<file path="src/sar_pkg.sv">
package sar_pkg;
   // ----------------------------------------------------------------
   // widths and timing
   // ----------------------------------------------------------------
   localparam int RES_BITS = 18;
   localparam int CLK_PERIOD_PS = 5000;
   localparam int CONV_TIME_NS = 58;
   localparam int CONV_CYCLES =
      (CONV_TIME_NS * 1000 + CLK_PERIOD_PS - 1) / CLK_PERIOD_PS;
   localparam logic [17:0] TEST_PATTERN = 18'h2A5A5;
   localparam logic [17:0] RESET_SAMPLE = 18'h00000;
   // ----------------------------------------------------------------
   // register map
   // ----------------------------------------------------------------
   localparam logic [11:0] CTRL_OFS   = 12'h000;
   localparam logic [11:0] STATUS_OFS = 12'h004;
   localparam logic [11:0] RESULT_OFS = 12'h008;
   localparam logic [11:0] SAMPLE_OFS = 12'h00C;
   localparam int CTRL_SLEEP_N = 0;
   localparam int CTRL_PATTERN = 1;
   localparam int CTRL_DUAL    = 2;
   localparam logic [2:0] CTRL_RESET = 3'h1;
   localparam int ST_BUSY  = 0;
   localparam int ST_VALID = 1;
   localparam int ST_BITS  = 8;
   typedef enum logic [1:0] {
      ST_ACQ  = 2'b00,
      ST_CONV = 2'b01,
      ST_DONE = 2'b11
   } conv_state_t;
endpackage

</file>
<file path="src/sar_core.sv">
`timescale 1ns/1ps
// one comparator decision per clock, msb first
module sar_core #(
   parameter int WIDTH = 18
) (
   // clock and reset
   input  wire logic             pclk,
   input  wire logic             presetn,
   // control
   input  wire logic             start,
   input  wire logic [WIDTH-1:0] held,
   // result
   output logic                  busy,
   output logic                  done,
   output logic [WIDTH-1:0]      result
);
   logic [WIDTH-1:0] trial_q, trial_d, acc_q, acc_d;
   logic [WIDTH-1:0] held_q, held_d;
   logic             done_q, done_d;
   logic [WIDTH-1:0] cand;

   // ----------------------------------------------------------------
   // binary search against weighted fractions
   // ----------------------------------------------------------------
   // sample is two's complement; offset it so compare is unsigned
   always_comb begin
      trial_d = trial_q;
      acc_d   = acc_q;
      held_d  = held_q;
      done_d  = 1'b0;
      cand    = acc_q | trial_q;
      if (start) begin
         held_d  = held ^ {1'b1, {(WIDTH-1){1'b0}}};
         acc_d   = '0;
         trial_d = {1'b1, {(WIDTH-1){1'b0}}};
      end else if (trial_q != '0) begin
         if (cand <= held_q)
            acc_d = cand;
         trial_d = trial_q >> 1;
         done_d  = (trial_q == {{(WIDTH-1){1'b0}}, 1'b1});
      end
   end

   always_ff @(posedge pclk or negedge presetn) begin
      if (!presetn) begin
         trial_q <= '0;
         acc_q   <= '0;
         held_q  <= '0;
         done_q  <= 1'b0;
      end else begin
         trial_q <= trial_d;
         acc_q   <= acc_d;
         held_q  <= held_d;
         done_q  <= done_d;
      end
   end

   assign busy   = (trial_q != '0);
   assign done   = done_q;
   // back to two's complement
   assign result = acc_q ^ {1'b1, {(WIDTH-1){1'b0}}};
endmodule

</file>
<file path="src/sar_adc_serial_readout.sv">
// Chosen here: the register offsets and register access over APB.
`timescale 1ns/1ps
module sar_adc_serial_readout #(
   parameter int WIDTH = 18
) (
   // clock and reset
   input  wire logic             pclk,
   input  wire logic             presetn,
   // apb slave
   input  wire logic             psel,
   input  wire logic             penable,
   input  wire logic             pwrite,
   input  wire logic [11:0]      paddr,
   input  wire logic [31:0]      pwdata,
   output logic [31:0]           prdata,
   output logic                  pready,
   output logic                  pslverr,
   // converter pins
   input  wire logic             convert_strobe,
   input  wire logic             shift_clock_in,
   input  wire logic [WIDTH-1:0] analog_sample,
   output logic                  lane_a_out,
   output logic                  lane_b_out,
   output logic                  lane_b_oe_n,
   output logic                  lanes_oe_n,
   output logic                  echo_clock_out,
   output logic                  tracking
);
   // ----------------------------------------------------------------
   // pin synchronisers
   // ----------------------------------------------------------------
   logic [1:0] cnv_s1_q, cnv_s2_q, cnv_s3_q;
   logic [1:0] cnv_d1, cnv_d2, cnv_d3;
   // sample bus is held steady around the strobe by the front end
   logic [WIDTH-1:0] smp_s1_q, smp_s2_q, smp_d1, smp_d2;

   // slots: 0 strobe, 1 shift clock; third stage only for edges
   always_comb begin
      cnv_d1 = {shift_clock_in, convert_strobe};
      cnv_d2 = cnv_s1_q;
      cnv_d3 = cnv_s2_q;
      smp_d1 = analog_sample;
      smp_d2 = smp_s1_q;
   end

   always_ff @(posedge pclk or negedge presetn) begin
      if (!presetn) begin
         cnv_s1_q <= 2'h0;
         cnv_s2_q <= 2'h0;
         cnv_s3_q <= 2'h0;
         smp_s1_q <= '0;
         smp_s2_q <= '0;
      end else begin
         cnv_s1_q <= cnv_d1;
         cnv_s2_q <= cnv_d2;
         cnv_s3_q <= cnv_d3;
         smp_s1_q <= smp_d1;
         smp_s2_q <= smp_d2;
      end
   end

   logic cnv_rise, sck_rise, sck_fall;
   assign cnv_rise = cnv_s2_q[0] & ~cnv_s3_q[0];
   assign sck_rise = cnv_s2_q[1] & ~cnv_s3_q[1];
   assign sck_fall = ~cnv_s2_q[1] & cnv_s3_q[1];

   // ----------------------------------------------------------------
   // apb registers
   // ----------------------------------------------------------------
   logic [2:0]  ctrl_q, ctrl_d;
   logic [31:0] rdata;
   logic        wr_en;
   logic        active;

   assign wr_en  = psel & penable & pwrite;
   // single-cycle access phase, no wait states
   assign pready = 1'b1;
   assign active = ctrl_q[sar_pkg::CTRL_SLEEP_N];

   function automatic logic known_ofs(input logic [11:0] a);
      return (a == sar_pkg::CTRL_OFS) || (a == sar_pkg::STATUS_OFS) ||
             (a == sar_pkg::RESULT_OFS) || (a == sar_pkg::SAMPLE_OFS);
   endfunction

   assign pslverr = psel & penable & ~known_ofs(paddr);

   // control writes
   always_comb begin
      ctrl_d = ctrl_q;
      if (wr_en && paddr == sar_pkg::CTRL_OFS)
         ctrl_d = pwdata[2:0];
   end

   always_ff @(posedge pclk or negedge presetn) begin
      if (!presetn)
         ctrl_q <= sar_pkg::CTRL_RESET;
      else
         ctrl_q <= ctrl_d;
   end

   // ----------------------------------------------------------------
   // acquisition and conversion
   // ----------------------------------------------------------------
   sar_pkg::conv_state_t st_q, st_d;
   logic [WIDTH-1:0] word_q, word_d;
   logic             valid_q, valid_d;
   logic             core_busy, core_done;
   logic [WIDTH-1:0] core_result;
   logic             start;

   // strobe ignored while asleep
   assign start = cnv_rise & active;

   sar_core #(
      .WIDTH (WIDTH)
   ) u_core (
      .pclk    (pclk),
      .presetn (presetn),
      .start   (start),
      .held    (smp_s2_q),
      .busy    (core_busy),
      .done    (core_done),
      .result  (core_result)
   );

   // track until strobe, convert, then back to tracking
   // conversion runs about twenty clocks, longer than the pin figure;
   // a host that clocks out early must poll the valid bit instead
   always_comb begin
      st_d    = st_q;
      word_d  = word_q;
      valid_d = valid_q;
      case (st_q)
         sar_pkg::ST_ACQ: begin
            if (start) begin
               st_d    = sar_pkg::ST_CONV;
               valid_d = 1'b0;
            end
         end
         sar_pkg::ST_CONV: begin
            if (core_done) begin
               // same strobe's sample, no pipeline
               word_d  = core_result;
               valid_d = 1'b1;
               st_d    = sar_pkg::ST_DONE;
            end
         end
         sar_pkg::ST_DONE: begin
            // a strobe in the last cycle must not be lost
            if (start) begin
               st_d    = sar_pkg::ST_CONV;
               valid_d = 1'b0;
            end else begin
               st_d = sar_pkg::ST_ACQ;
            end
         end
         default: st_d = sar_pkg::ST_ACQ;
      endcase
      if (!active) begin
         st_d    = sar_pkg::ST_ACQ;
         valid_d = 1'b0;
      end
   end

   always_ff @(posedge pclk or negedge presetn) begin
      if (!presetn) begin
         st_q    <= sar_pkg::ST_ACQ;
         word_q  <= sar_pkg::RESET_SAMPLE;
         valid_q <= 1'b0;
      end else begin
         st_q    <= st_d;
         word_q  <= word_d;
         valid_q <= valid_d;
      end
   end

   assign tracking = active & (st_q == sar_pkg::ST_ACQ);

   // ----------------------------------------------------------------
   // serial shifter
   // ----------------------------------------------------------------
   logic [WIDTH-1:0] sh_q, sh_d;
   logic [4:0]       bits_q, bits_d;
   logic             la_q, la_d, lb_q, lb_d, dco_q, dco_d;
   logic             dual;
   logic [WIDTH-1:0] src;

   assign dual = ctrl_q[sar_pkg::CTRL_DUAL];
   // pattern replaces result at load time
   // fixed word with alternating bits shows swapped or stuck lanes
   assign src  = ctrl_q[sar_pkg::CTRL_PATTERN] ? sar_pkg::TEST_PATTERN
                                               : core_result;

   // load at end of conversion, bits step on shift clock rise
   // the rise after the last bit drives the lanes low; later rises leave the lanes as they are
   always_comb begin
      sh_d   = sh_q;
      bits_d = bits_q;
      la_d   = la_q;
      lb_d   = lb_q;
      dco_d  = cnv_s2_q[1] & active;
      if (st_q == sar_pkg::ST_CONV && core_done) begin
         sh_d   = src;
         bits_d = 5'(WIDTH);
         la_d   = src[WIDTH-1]; // msb first
         lb_d   = dual ? src[WIDTH-2] : 1'b0;
      end else if (sck_rise && bits_q != 5'h00) begin
         if (dual) begin
            sh_d   = {sh_q[WIDTH-3:0], 2'b00};
            bits_d = (bits_q > 5'h02) ? bits_q - 5'h02 : 5'h00;
         end else begin
            sh_d   = {sh_q[WIDTH-2:0], 1'b0};
            bits_d = bits_q - 5'h01;
         end
         la_d = sh_d[WIDTH-1];
         lb_d = dual ? sh_d[WIDTH-2] : 1'b0;
      end
      if (!active) begin
         bits_d = 5'h00;
         la_d   = 1'b0;
         lb_d   = 1'b0;
      end
   end

   always_ff @(posedge pclk or negedge presetn) begin
      if (!presetn) begin
         sh_q   <= '0;
         bits_q <= 5'h00;
         la_q   <= 1'b0;
         lb_q   <= 1'b0;
         dco_q  <= 1'b0;
      end else begin
         sh_q   <= sh_d;
         bits_q <= bits_d;
         la_q   <= la_d;
         lb_q   <= lb_d;
         dco_q  <= dco_d;
      end
   end

   assign lane_a_out     = la_q;
   assign lane_b_out     = lb_q;
   assign echo_clock_out = dco_q;
   // enables active low; asleep shuts all drivers
   assign lanes_oe_n     = ~active;
   assign lane_b_oe_n    = ~(active & dual);

   // ----------------------------------------------------------------
   // read mux
   // ----------------------------------------------------------------
   always_comb begin
      rdata = 32'h00000000;
      case (paddr)
         sar_pkg::CTRL_OFS:   rdata[2:0] = ctrl_q;
         sar_pkg::STATUS_OFS: begin
            rdata[sar_pkg::ST_BUSY]  = core_busy;
            rdata[sar_pkg::ST_VALID] = valid_q;
            rdata[sar_pkg::ST_BITS +: 5] = bits_q;
         end
         sar_pkg::RESULT_OFS: rdata[WIDTH-1:0] = word_q;
         sar_pkg::SAMPLE_OFS: rdata[WIDTH-1:0] = smp_s2_q;
         default: rdata = 32'h00000000;
      endcase
   end

   // data output registered in the setup phase of a read
   logic [31:0] prdata_q, prdata_d;
   always_comb begin
      prdata_d = prdata_q;
      if (psel && !penable && !pwrite)
         prdata_d = rdata;
   end

   always_ff @(posedge pclk or negedge presetn) begin
      if (!presetn)
         prdata_q <= 32'h00000000;
      else
         prdata_q <= prdata_d;
   end

   assign prdata = prdata_q;
endmodule

</file>
<file path="config.mk">
export PLATFORM = sky130hd
export DESIGN_NAME = sar_adc_serial_readout
export DESIGN_NICKNAME = d
export VERILOG_FILES = /design/src/sar_pkg.sv /design/src/sar_core.sv /design/src/sar_adc_serial_readout.sv
export SDC_FILE = /design/constraint.sdc
export NUM_CORES = 1
export LEC_CHECK = 0
export BUFFER_PORTS_ARGS = -buffer_cell sky130_fd_sc_hd__clkbuf_2
export CAP_MARGIN = 20
export CORE_UTILIZATION = 61
export CTS_CLUSTER_DIAMETER = 40
export DETAILED_ROUTE_END_ITERATION = 6
export GPL_TIMING_DRIVEN = 0
export PLACE_DENSITY_LB_ADDON = 0.12
export SYNTH_ARGS = -nofsm -noshare
export SYNTH_HDL_FRONTEND = slang
export SYNTH_SLANG_ARGS = --single-unit
</file>
<file path="constraint.sdc">
create_clock -name pclk -period 4.2 [get_ports pclk]
set_clock_uncertainty 0.15 [all_clocks]
set_input_delay 0.84 -clock pclk [delete_from_list [all_inputs] [get_ports pclk]]
set_output_delay 0.84 -clock pclk [all_outputs]
set_load 0.02 [all_outputs]
</file>
=== Word level (Yosys, flattened, before mapping) ===
Index checks and enable logic that the tools add are counted.

* Bits in latches: 0
* Bits in writable memories: 0
* Memory bits (read-only): 0
* Memories: 0
* Word-level logic and storage cells: 111
* Register bits after elaboration: 164
* Input port bits: 69
* Output and inout port bits: 40

* Divide/modulo/power cells: 0
* $lt $le $gt $ge: 2
* Reductions and logical operators: 22
* Shift operators: 0
* Bitwise gates (word level): 17
* $add $sub $neg: 2
* Equality and inequality tests: 11
* Multiply operators: 0
* Muxes and demuxes: 38

{| class="wikitable"
|+ Operator list
! cell !! count
|-
| 2-to-1 mux 18 bit || 7
|-
| 2-to-1 mux 17 bit || 2
|-
| 2-to-1 mux 5 bit || 5
|-
| equality test 12 x 4 -> 1 bit, second input constant || 2
|-
| one-hot mux 5 bit (2 select lines) || 2
|-
| equality test 18 x 1 -> 1 bit, second input constant || 1
|-
| less-or-equal comparator 18 bit || 1
|-
| OR 18 bit || 1
|-
| nonzero test 18 bit || 1
|-
| one-hot mux 5 bit (3 select lines) || 1
|-
| 2-to-1 mux 1 bit || 14
|-
| equality test 12 x 3 -> 1 bit, second input constant || 1
|-
| zero test 12 bit || 1
|-
| AND 1 bit || 9
|-
| != test 3 x 2 -> 1 bit, second input constant || 3
|-
| one-hot mux 2 bit (4 select lines) || 1
|-
| inverter 1 bit || 7
|-
| 2-to-1 mux 2 bit || 3
|-
| one-hot mux 2 bit (3 select lines) || 1
|-
| AND reduction 2 bit || 3
|-
| nonzero test 2 bit || 3
|-
| > comparator 5 x 2 -> 1 bit, second input constant || 1
|-
| logical AND 1 bit || 5
|-
| nonzero test 5 bit || 1
|-
| other kinds (13) || 16
|}

=== Logic depth before layout (Yosys ltp) ===
Gate-level depths: netlist of the first run.

* Depth after elaboration: 6
* Depth in mapped cells: 9
* Depth with buffers taken out: 7

=== Cells and area by module ===
A second synthesis of the first run with hierarchy kept.

* Cell total of the unflattened synthesis: 736
* Area total of the unflattened synthesis: 7598.5 sq um

{| class="wikitable"
|+ Modules (own cells, without submodules)
! module !! times used !! cells each !! area each (sq um)
|-
| sar_adc_serial_readout || 1 || 439 || 4728.3
|-
| sar_core || 1 || 297 || 2870.3
|}

=== Worst setup path after synthesis of the first run ===
Ideal clock, no wire load.

* Path type: input to output
* Start point: in paddr[1]
* End point: out pslverr
* Data arrival time: 1.746 ns
* Buffers on the path: 0
* Path slack: 1.464 ns
* Stages: 3
* Cells stage by stage: nor4_1 nand3_1 and3_1

* Longest elaborated chain between the ends: 6

{| class="wikitable"
|+ Ends and longest elaborated chain
! element !! RTL line !! RTL
|-
| start, declared || sar_adc_serial_readout.sv:13 || <nowiki>input wire logic [11:0] paddr,</nowiki>
|-
| equality test 12 x 3 -> 1 bit / zero test 12 bit (equally long branches) || sar_adc_serial_readout.sv:81 || <nowiki>return (a == sar_pkg::CTRL_OFS) || (a == sar_pkg::STATUS_OFS) ||</nowiki>
|-
| logical OR 1 bit (2 in a row) || sar_adc_serial_readout.sv:81 ||
|-
| logical OR 1 bit * || sar_adc_serial_readout.sv:82 || <nowiki>(a == sar_pkg::RESULT_OFS) || (a == sar_pkg::SAMPLE_OFS);</nowiki>
|-
| inverter 1 bit * || sar_adc_serial_readout.sv:85 || <nowiki>assign pslverr = psel & penable & ~known_ofs(paddr);</nowiki>
|-
| AND 1 bit * || sar_adc_serial_readout.sv:85 ||
|-
| end, declared || sar_adc_serial_readout.sv:17 || <nowiki>output logic pslverr,</nowiki>
|}

Mark *: on every way between the ends. The rest lies on a longest branch, timed or not.

=== Final worst setup path of the first run ===
* Start point: reg u_core.acc_q[17]
* End point: reg u_core.acc_q[13]

* Longest elaborated chain between the ends: 4

{| class="wikitable"
|+ Ends and longest elaborated chain
! element !! RTL line !! RTL
|-
| start, declared || sar_core.sv:17 || <nowiki>logic [WIDTH-1:0] trial_q, trial_d, acc_q, acc_d;</nowiki>
|-
| start signal, assigned || sar_core.sv:47 || <nowiki>acc_q <= '0;</nowiki>
|-
| start signal, assigned || sar_core.sv:52 || <nowiki>acc_q <= acc_d;</nowiki>
|-
| OR 18 bit || sar_core.sv:31 || <nowiki>cand = acc_q | trial_q;</nowiki>
|-
| less-or-equal comparator 18 bit || sar_core.sv:37 || <nowiki>if (cand <= held_q)</nowiki>
|-
| nonzero test 2 bit (no source line) || -- ||
|-
| AND reduction 2 bit (no source line) || -- ||
|}

Every way passes these cells.
A chain may end at the register's enable or synchronous reset.

==> out/summary.txt, run 1 <==
Top FF cell, synth: dfrtp_1
design area: 8500 µm²
Finished Layout Cells: 982
placed cell area: 7920 µm²
Sum Neg Setup Slack: 0 ns
count of pins over their slew limit: 0
Final nets: 921
fmax: 300 MHz
Cells after DPL: 950
startpoint types: register
CP Capture Type: register
diodes inserted: 0
clock latency on the worst-skew pair: 0.44 ns
filler cell count: 837
WL per Instance: 17.3 µm
clk sinks: 164
Post-Syn Instances: 730
fin crit period: 3.33 ns
commonest non-fill, non-tap cell in the layout: dfrtp_1
top fanout value on the critical path: 10
reg-to-reg setup timing slack: 0.87 ns
CTS Buf Count: 17
critical path class: reg -> reg
vias in the first global route: 5730
largest net degree at the start of global routing: 104
RR Startpoint: u_core.acc_q[17]
final hold slack: 0.200 ns
proportion of layout cells with a drive suffix above 1: 0.179
drc violations: 9
starting density of the core: 0.635
final setup violating endpoints: 0
Lkg Pwr: 0.00426 µW
Root Buffer: clkbuf_16
site row count: 39
Layout area overhead: 15.8%
Slew HR: 0.450
Post-CTS Hold Buffers: 0
DIE AREA: 12500 µm²
# Post-CTS Setup Buffers: 0
final hold vios: 0
worst hold stages: 0
compound-gate portion of the synthesized area: 0.135
Post-synth EDFFs: 0
final worst path period share: 0.793
final WL: 17000 µm
failing checks: design-rule violations
Clock Tree Buf Depth: 2
initial antenna violation count: 0
Final ANT Viol Nets: 0
RSZ-0062 raised after global routing: false
TritonCTS clock tree: yes
Ys Warns: 0
Tightest Hold Check Type: reg -> reg
IO Port Bufs: 63
R2R Path End: u_core.acc_q[13]
Peak VDD IR: 0.000569 V
vias per cell: 5.74
Hold EP: cnv_d3[0]
Syn Area/Cell: 10.1 µm²
FF-to-FF path depth: 7
DRT Pass-1 Iters: 7
Synth Register Bits: 164
via count: 5638
fraction of registers with async set/reset: 1.00
total power: 3880 µW
outcome: finished with violations
Core Area: 11600 µm²
most frequent cells in the layout: 163 x dfrtp_1, 144 x nand2_1, 76 x o21ai_0
Mapped Area: 7340 µm²
CTS HTree Levels: 4
drt first-iter violations: 438
GP Congestion: 0.914
main combinational cell family by area after synthesis: simple AND/OR/NAND/NOR gates
Remaining Overflow, GRT: 0
XOR/XNOR share of the synthesized area: 0
post-CTS sizing: 0
adder-cell share of the synthesized area: 0.0443
Slew @ Worst Pin: 0.821 ns
Worst-path clk slew: 0.07 ns
multiplexer share of the synthesized area: 0.0517
Chip Width: 112 µm
post-synthesis cell type count: 50
max_cap viols: 0
global-route wire length before repair: 28100 µm
Cell Pwr Density: 457 nW/µm²
I/O Pins: 109
Worst EP arrival: 3.47 ns
Die Span Y: 112 µm
placed wire-length estimate: 12200 µm
Seq/Total Area, Yosys: 0.559
Total GRT Usage: 0.295
hold path start: cnv_d2[0]
Synth Area in Simple Gates: 0.144
Worst Path Required: 4.34 ns
==> power by group <==
part	switching, µW	leakage [µW]	internal [µW]
Clock	717	0.000286	796
Combinational	349	0.00185	237
Sequential	103	0.00213	1680
==> worst max-delay path by stage <==
| stage | from | end | slack (ns) | cells past startpoint |
|---|---|---|---|---|
| after detailed placement | u_core.acc_q[17] | u_core.acc_q[13] | 0.94 | 7 |
| after global routing | u_core.acc_q[17] | u_core.acc_q[13] | 0.73 | 7 |
| after CTS | u_core.acc_q[17] | u_core.acc_q[13] | 0.89 | 7 |
| after floorplan | paddr[1] | pslverr | 1.46 | 3 |
| final | u_core.acc_q[17] | u_core.acc_q[13] | 0.87 | 7 |
| after global placement | presetn | smp_s2_q[17] | -0.56 | 1 |
==> cell usage after synthesis (2+ instances only) <==
cell | count | area share
a31oi_1 | 3 | 0.0026
nand4_1 | 5 | 0.0043
nand3_1 | 11 | 0.0075
buf_1 | 6 | 0.0031
a21oi_1 | 27 | 0.018
dfrtp_1 | 163 | 0.56
nor2_1 | 41 | 0.021
a311oi_1 | 3 | 0.0036
inv_1 | 47 | 0.024
nor3_1 | 3 | 0.0020
or4_1 | 3 | 0.0031
nand2_1 | 144 | 0.074
or2_2 | 17 | 0.014
a211oi_1 | 2 | 0.0020
buf_6 | 4 | 0.0061
nor4_1 | 5 | 0.0043
a21o_1 | 3 | 0.0031
nand2b_1 | 4 | 0.0034
nor2b_1 | 3 | 0.0026
conb_1 | 2 | 0.0010
o21ai_0 | 76 | 0.052
nand3b_1 | 2 | 0.0020
o31ai_1 | 7 | 0.0072
a2bb2oi_1 | 18 | 0.021
o21ai_2 | 7 | 0.0084
ha_1 | 26 | 0.044
clkbuf_1 | 21 | 0.011
a22oi_1 | 6 | 0.0061
and2_1 | 3 | 0.0026
mux2i_1 | 30 | 0.041
mux2_2 | 5 | 0.0077
buf_4 | 15 | 0.015
==> worst max-delay path: stages (launching register included) <==
cell,delay [ns]
dfrtp_1,0.50
or2_2,0.33
ha_1,0.33
nand3_1,0.11
or4_1,0.54
a31oi_1,0.65
clkbuf_2,0.41
o21ai_0,0.17
==> kinds of logic after synthesis <==
| group | after synthesis |
|---|---|
| muxes | 36 |
| and+or+nand+nor | 244 |
| DFF | 164 |
| other | 2 |
| AOI/OAI and AO/OA | 160 |
| buffers and inverters | 98 |
| adders and majority gates | 26 |
==> registers in the layout, indices dropped and copies added, names as in the netlist <==
name,count
bits_q,5
cnv_d2,2
cnv_d3,2
cnv_s3_q,2
ctrl_q,3
echo_clock_out,1
lane_a_out,1
lane_b_out,1
prdata,18
sh_q,17
smp_d2,18
smp_s2_q,18
st_q,2
u_core.acc_q,18
u_core.done,1
u_core.held_q,18
u_core.trial_q,18
valid_q,1
word_q,18
==> layout make-up <==
type                       count  area [µm²]  share of cell area
sequential                   164        4110               0.483
multi-input combinational    481        2810               0.330
clock buffer                  17         425              0.0500
timing repair buffer          64         352              0.0414
buffer                        50         297              0.0349
inverter                      48         180              0.0212
tap                          143         179              0.0210
clock inverter                15         156              0.0184
==> through the flow <==
stage                     utilization  worst slack (ns)
after floorplan                     -              1.46
after global placement          0.682            -0.556
after detailed placement        0.685             0.940
after CTS                       0.735             0.886
after global routing            0.735             0.728
final                           0.735             0.870
==> per-layer routing <==
layer,up-vias,routed length [µm],track usage
met2,186,8650,0.508
met3,35,898,0.0670
met4,0,309,0.0946
met1,2777,7150,0.370
li1,2640,-,-
met5,-,0,0
Note: power is estimated with default switching activity, not from simulation.
==> run 2, diff against run 1 <==
--- a/config.mk
+++ b/config.mk
@@ -7,7 +7,7 @@
 export LEC_CHECK = 0
 export BUFFER_PORTS_ARGS = -buffer_cell sky130_fd_sc_hd__clkbuf_2
 export CAP_MARGIN = 20
-export CORE_UTILIZATION = 61
+export CORE_UTILIZATION = 57
 export CTS_CLUSTER_DIAMETER = 40
 export DETAILED_ROUTE_END_ITERATION = 6
 export GPL_TIMING_DRIVEN = 0
==> constraint.sdc (replaced) <==
create_clock -name pclk -period 3.5 [get_ports pclk]
set_clock_uncertainty 0.15 [all_clocks]
set_input_delay 0.7 -clock pclk [delete_from_list [all_inputs] [get_ports pclk]]
set_output_delay 0.7 -clock pclk [all_outputs]
set_load 0.02 [all_outputs]
==> run 2 against run 1 <==
Compared with the run above: the run now ends clean; wire length is 2.0% lower; global-route usage shrank 2.0 points; clock power rose by 21%; final cell count increased by 2.9%.
==> out/summary.txt, run 2 (synthesized netlist as in run 1, its figures left out) <==
outcome: finished, final reports clean (was finished with violations)
placed cell area: 7960 µm² (was 7920 µm²)
drc violations: 0 (was 9)
reg-to-reg setup timing slack: 0.22 ns (was 0.87 ns)
final worst setup slack: 0.220 ns (was 0.870 ns)
Lkg Pwr: 0.00426 µW (about the same)
Clock Tree Buf Depth: 2 (unchanged)
proportion of layout cells with a drive suffix above 1: 0.178 (was 0.179)
Worst EP arrival: 3.42 ns (was 3.47 ns)
clk sinks: 164 (unchanged)
starting density of the core: 0.584 (was 0.635)
TritonCTS clock tree: yes (unchanged)
fmax: 305 MHz (was 300 MHz)
Total GRT Usage: 0.275 (was 0.295)
Final ANT Viol Nets: 0 (unchanged)
area of the multi-input gates: 2810 µm² (unchanged)
final setup violating endpoints: 0 (unchanged)
Final nets: 921 (unchanged)
IO Port Bufs: 63 (unchanged)
WL per Instance: 16.5 µm (was 17.3 µm)
count of pins over their slew limit: 0 (unchanged)
most frequent cells in the layout: 163 x dfrtp_1, 144 x nand2_1, 76 x o21ai_0 (unchanged)
Slew @ Worst Pin: 0.876 ns (was 0.821 ns)
Tightest Hold Check Type: in -> async (was reg -> reg)
I/O Pins: 109 (unchanged)
final hold vios: 0 (unchanged)
max_cap viols: 0 (unchanged)
fin crit period: 3.28 ns (was 3.33 ns)
drt first-iter violations: 376 (was 438)
final WL: 16700 µm (was 17000 µm)
Die Span Y: 115 µm (was 112 µm)
Core Area: 12600 µm² (was 11600 µm²)
Sum Neg Setup Slack: 0 ns (unchanged)
via count: 5524 (was 5638)
GP Congestion: 0.890 (was 0.914)
Chip Width: 115 µm (was 112 µm)
CTS Buf Count: 17 (unchanged)
CTS HTree Levels: 4 (unchanged)
largest net degree at the start of global routing: 95 (was 104)
Cell Pwr Density: 543 nW/µm² (was 457 nW/µm²)
top fanout value on the critical path: 10 (unchanged)
total power: 4630 µW (was 3880 µW)
vias in the first global route: 5629 (was 5730)
RSZ-0062 raised after global routing: false (unchanged)
clock latency on the worst-skew pair: 0.42 ns (was 0.44 ns)
global-route wire length before repair: 27300 µm (was 28100 µm)
Slew HR: 0.413 (was 0.450)
filler cell count: 985 (was 837)
commonest non-fill, non-tap cell in the layout: dfrtp_1 (unchanged)
diodes inserted: 0 (unchanged)
Worst Path Required: 3.64 ns (was 4.34 ns)
Post-CTS Hold Buffers: 0 (unchanged)
DRT Pass-1 Iters: 5 (was 7)
Remaining Overflow, GRT: 0 (unchanged)
placed wire-length estimate: 12400 µm (was 12200 µm)
design area: 8530 µm² (was 8500 µm²)
Layout area overhead: 16.2% (was 15.8%)
site row count: 41 (was 39)
DIE AREA: 13300 µm² (was 12500 µm²)
Place WS: 0.249 ns (was 0.940 ns)
fin util: 0.679 (was 0.735)
final worst path period share: 0.937 (was 0.793)
critical path class: reg -> reg (unchanged)
Worst-path clk slew: 0.06 ns (was 0.07 ns)
initial antenna violation count: 0 (unchanged)
Root Buffer: clkbuf_16 (unchanged)
FF+latch area: 4110 µm² (unchanged)
startpoint types: register (unchanged)
Peak VDD IR: 0.000523 V (was 0.000569 V)
CP Capture Type: register (unchanged)
# Post-CTS Setup Buffers: 0 (unchanged)
vias per cell: 5.47 (was 5.74)
post-CTS sizing: 0 (unchanged)
==> run 2: changes by cell type in the layout (fill, tap and decap cells not counted), sizes merged <==
cell    before  now
bufinv       0    1
clkbuf     102  103
inv         57   55
clkinv       5    4
==> run 2: routing by layer <==
layer	vias to the layer above	GRT usage	share of wire
li1	2626	-	-
met1	2730	0.353	0.43
met2	146	0.469	0.50
met3	22	0.0502	0.043
met4	0	0.0961	0.021
met5	-	0	0
==> run 2: power by group <==
group,leakage [µW],switching (µW),internal (µW)
combinational,0.00185,398,281
sequential,0.00213,123,2020
clock,0.000284,795,1020
total,0.00426,1320,3320
==> run 2: final timing paths <==
check	start	cells past startpoint	end
min	presetn	1	valid_q
min in group pclk	smp_d2[16]	0	smp_s2_q[16]
max	u_core.acc_q[17]	7	u_core.acc_q[13]
min reg2reg	smp_d2[16]	0	smp_s2_q[16]
max in group asynchronous	presetn	2	u_core.held_q[16]
max reg2reg	u_core.acc_q[17]	7	u_core.acc_q[13]
==> run 2: worst max-delay path: stages, from the launching register on <==
cell	delay, ns
dfrtp_1	0.47
or2_2	0.31
ha_1	0.31
nand3_1	0.12
or4_1	0.54
a31oi_1	0.68
clkbuf_2	0.42
o21ai_0	0.14
==> run 2: layout make-up <==
class,count,area share
Inverter,48,0.0211
Clock buffer,18,0.0515
Sequential cell,164,0.481
Clock inverter,13,0.0161
Timing Repair Buffer,64,0.0412
Tap cell,172,0.0252
Multi-Input combinational cell,481,0.329
Buffer,50,0.0348
==> run 2: stage by stage <==
stage / hold WS [ns] / instances
global route: 0.173 / 1010
finish: 0.119 / 1010
CTS: 0.146 / 1010
floorplan: 0.181 / 743
global placement: 0.182 / 978
detailed placement: 0.186 / 979
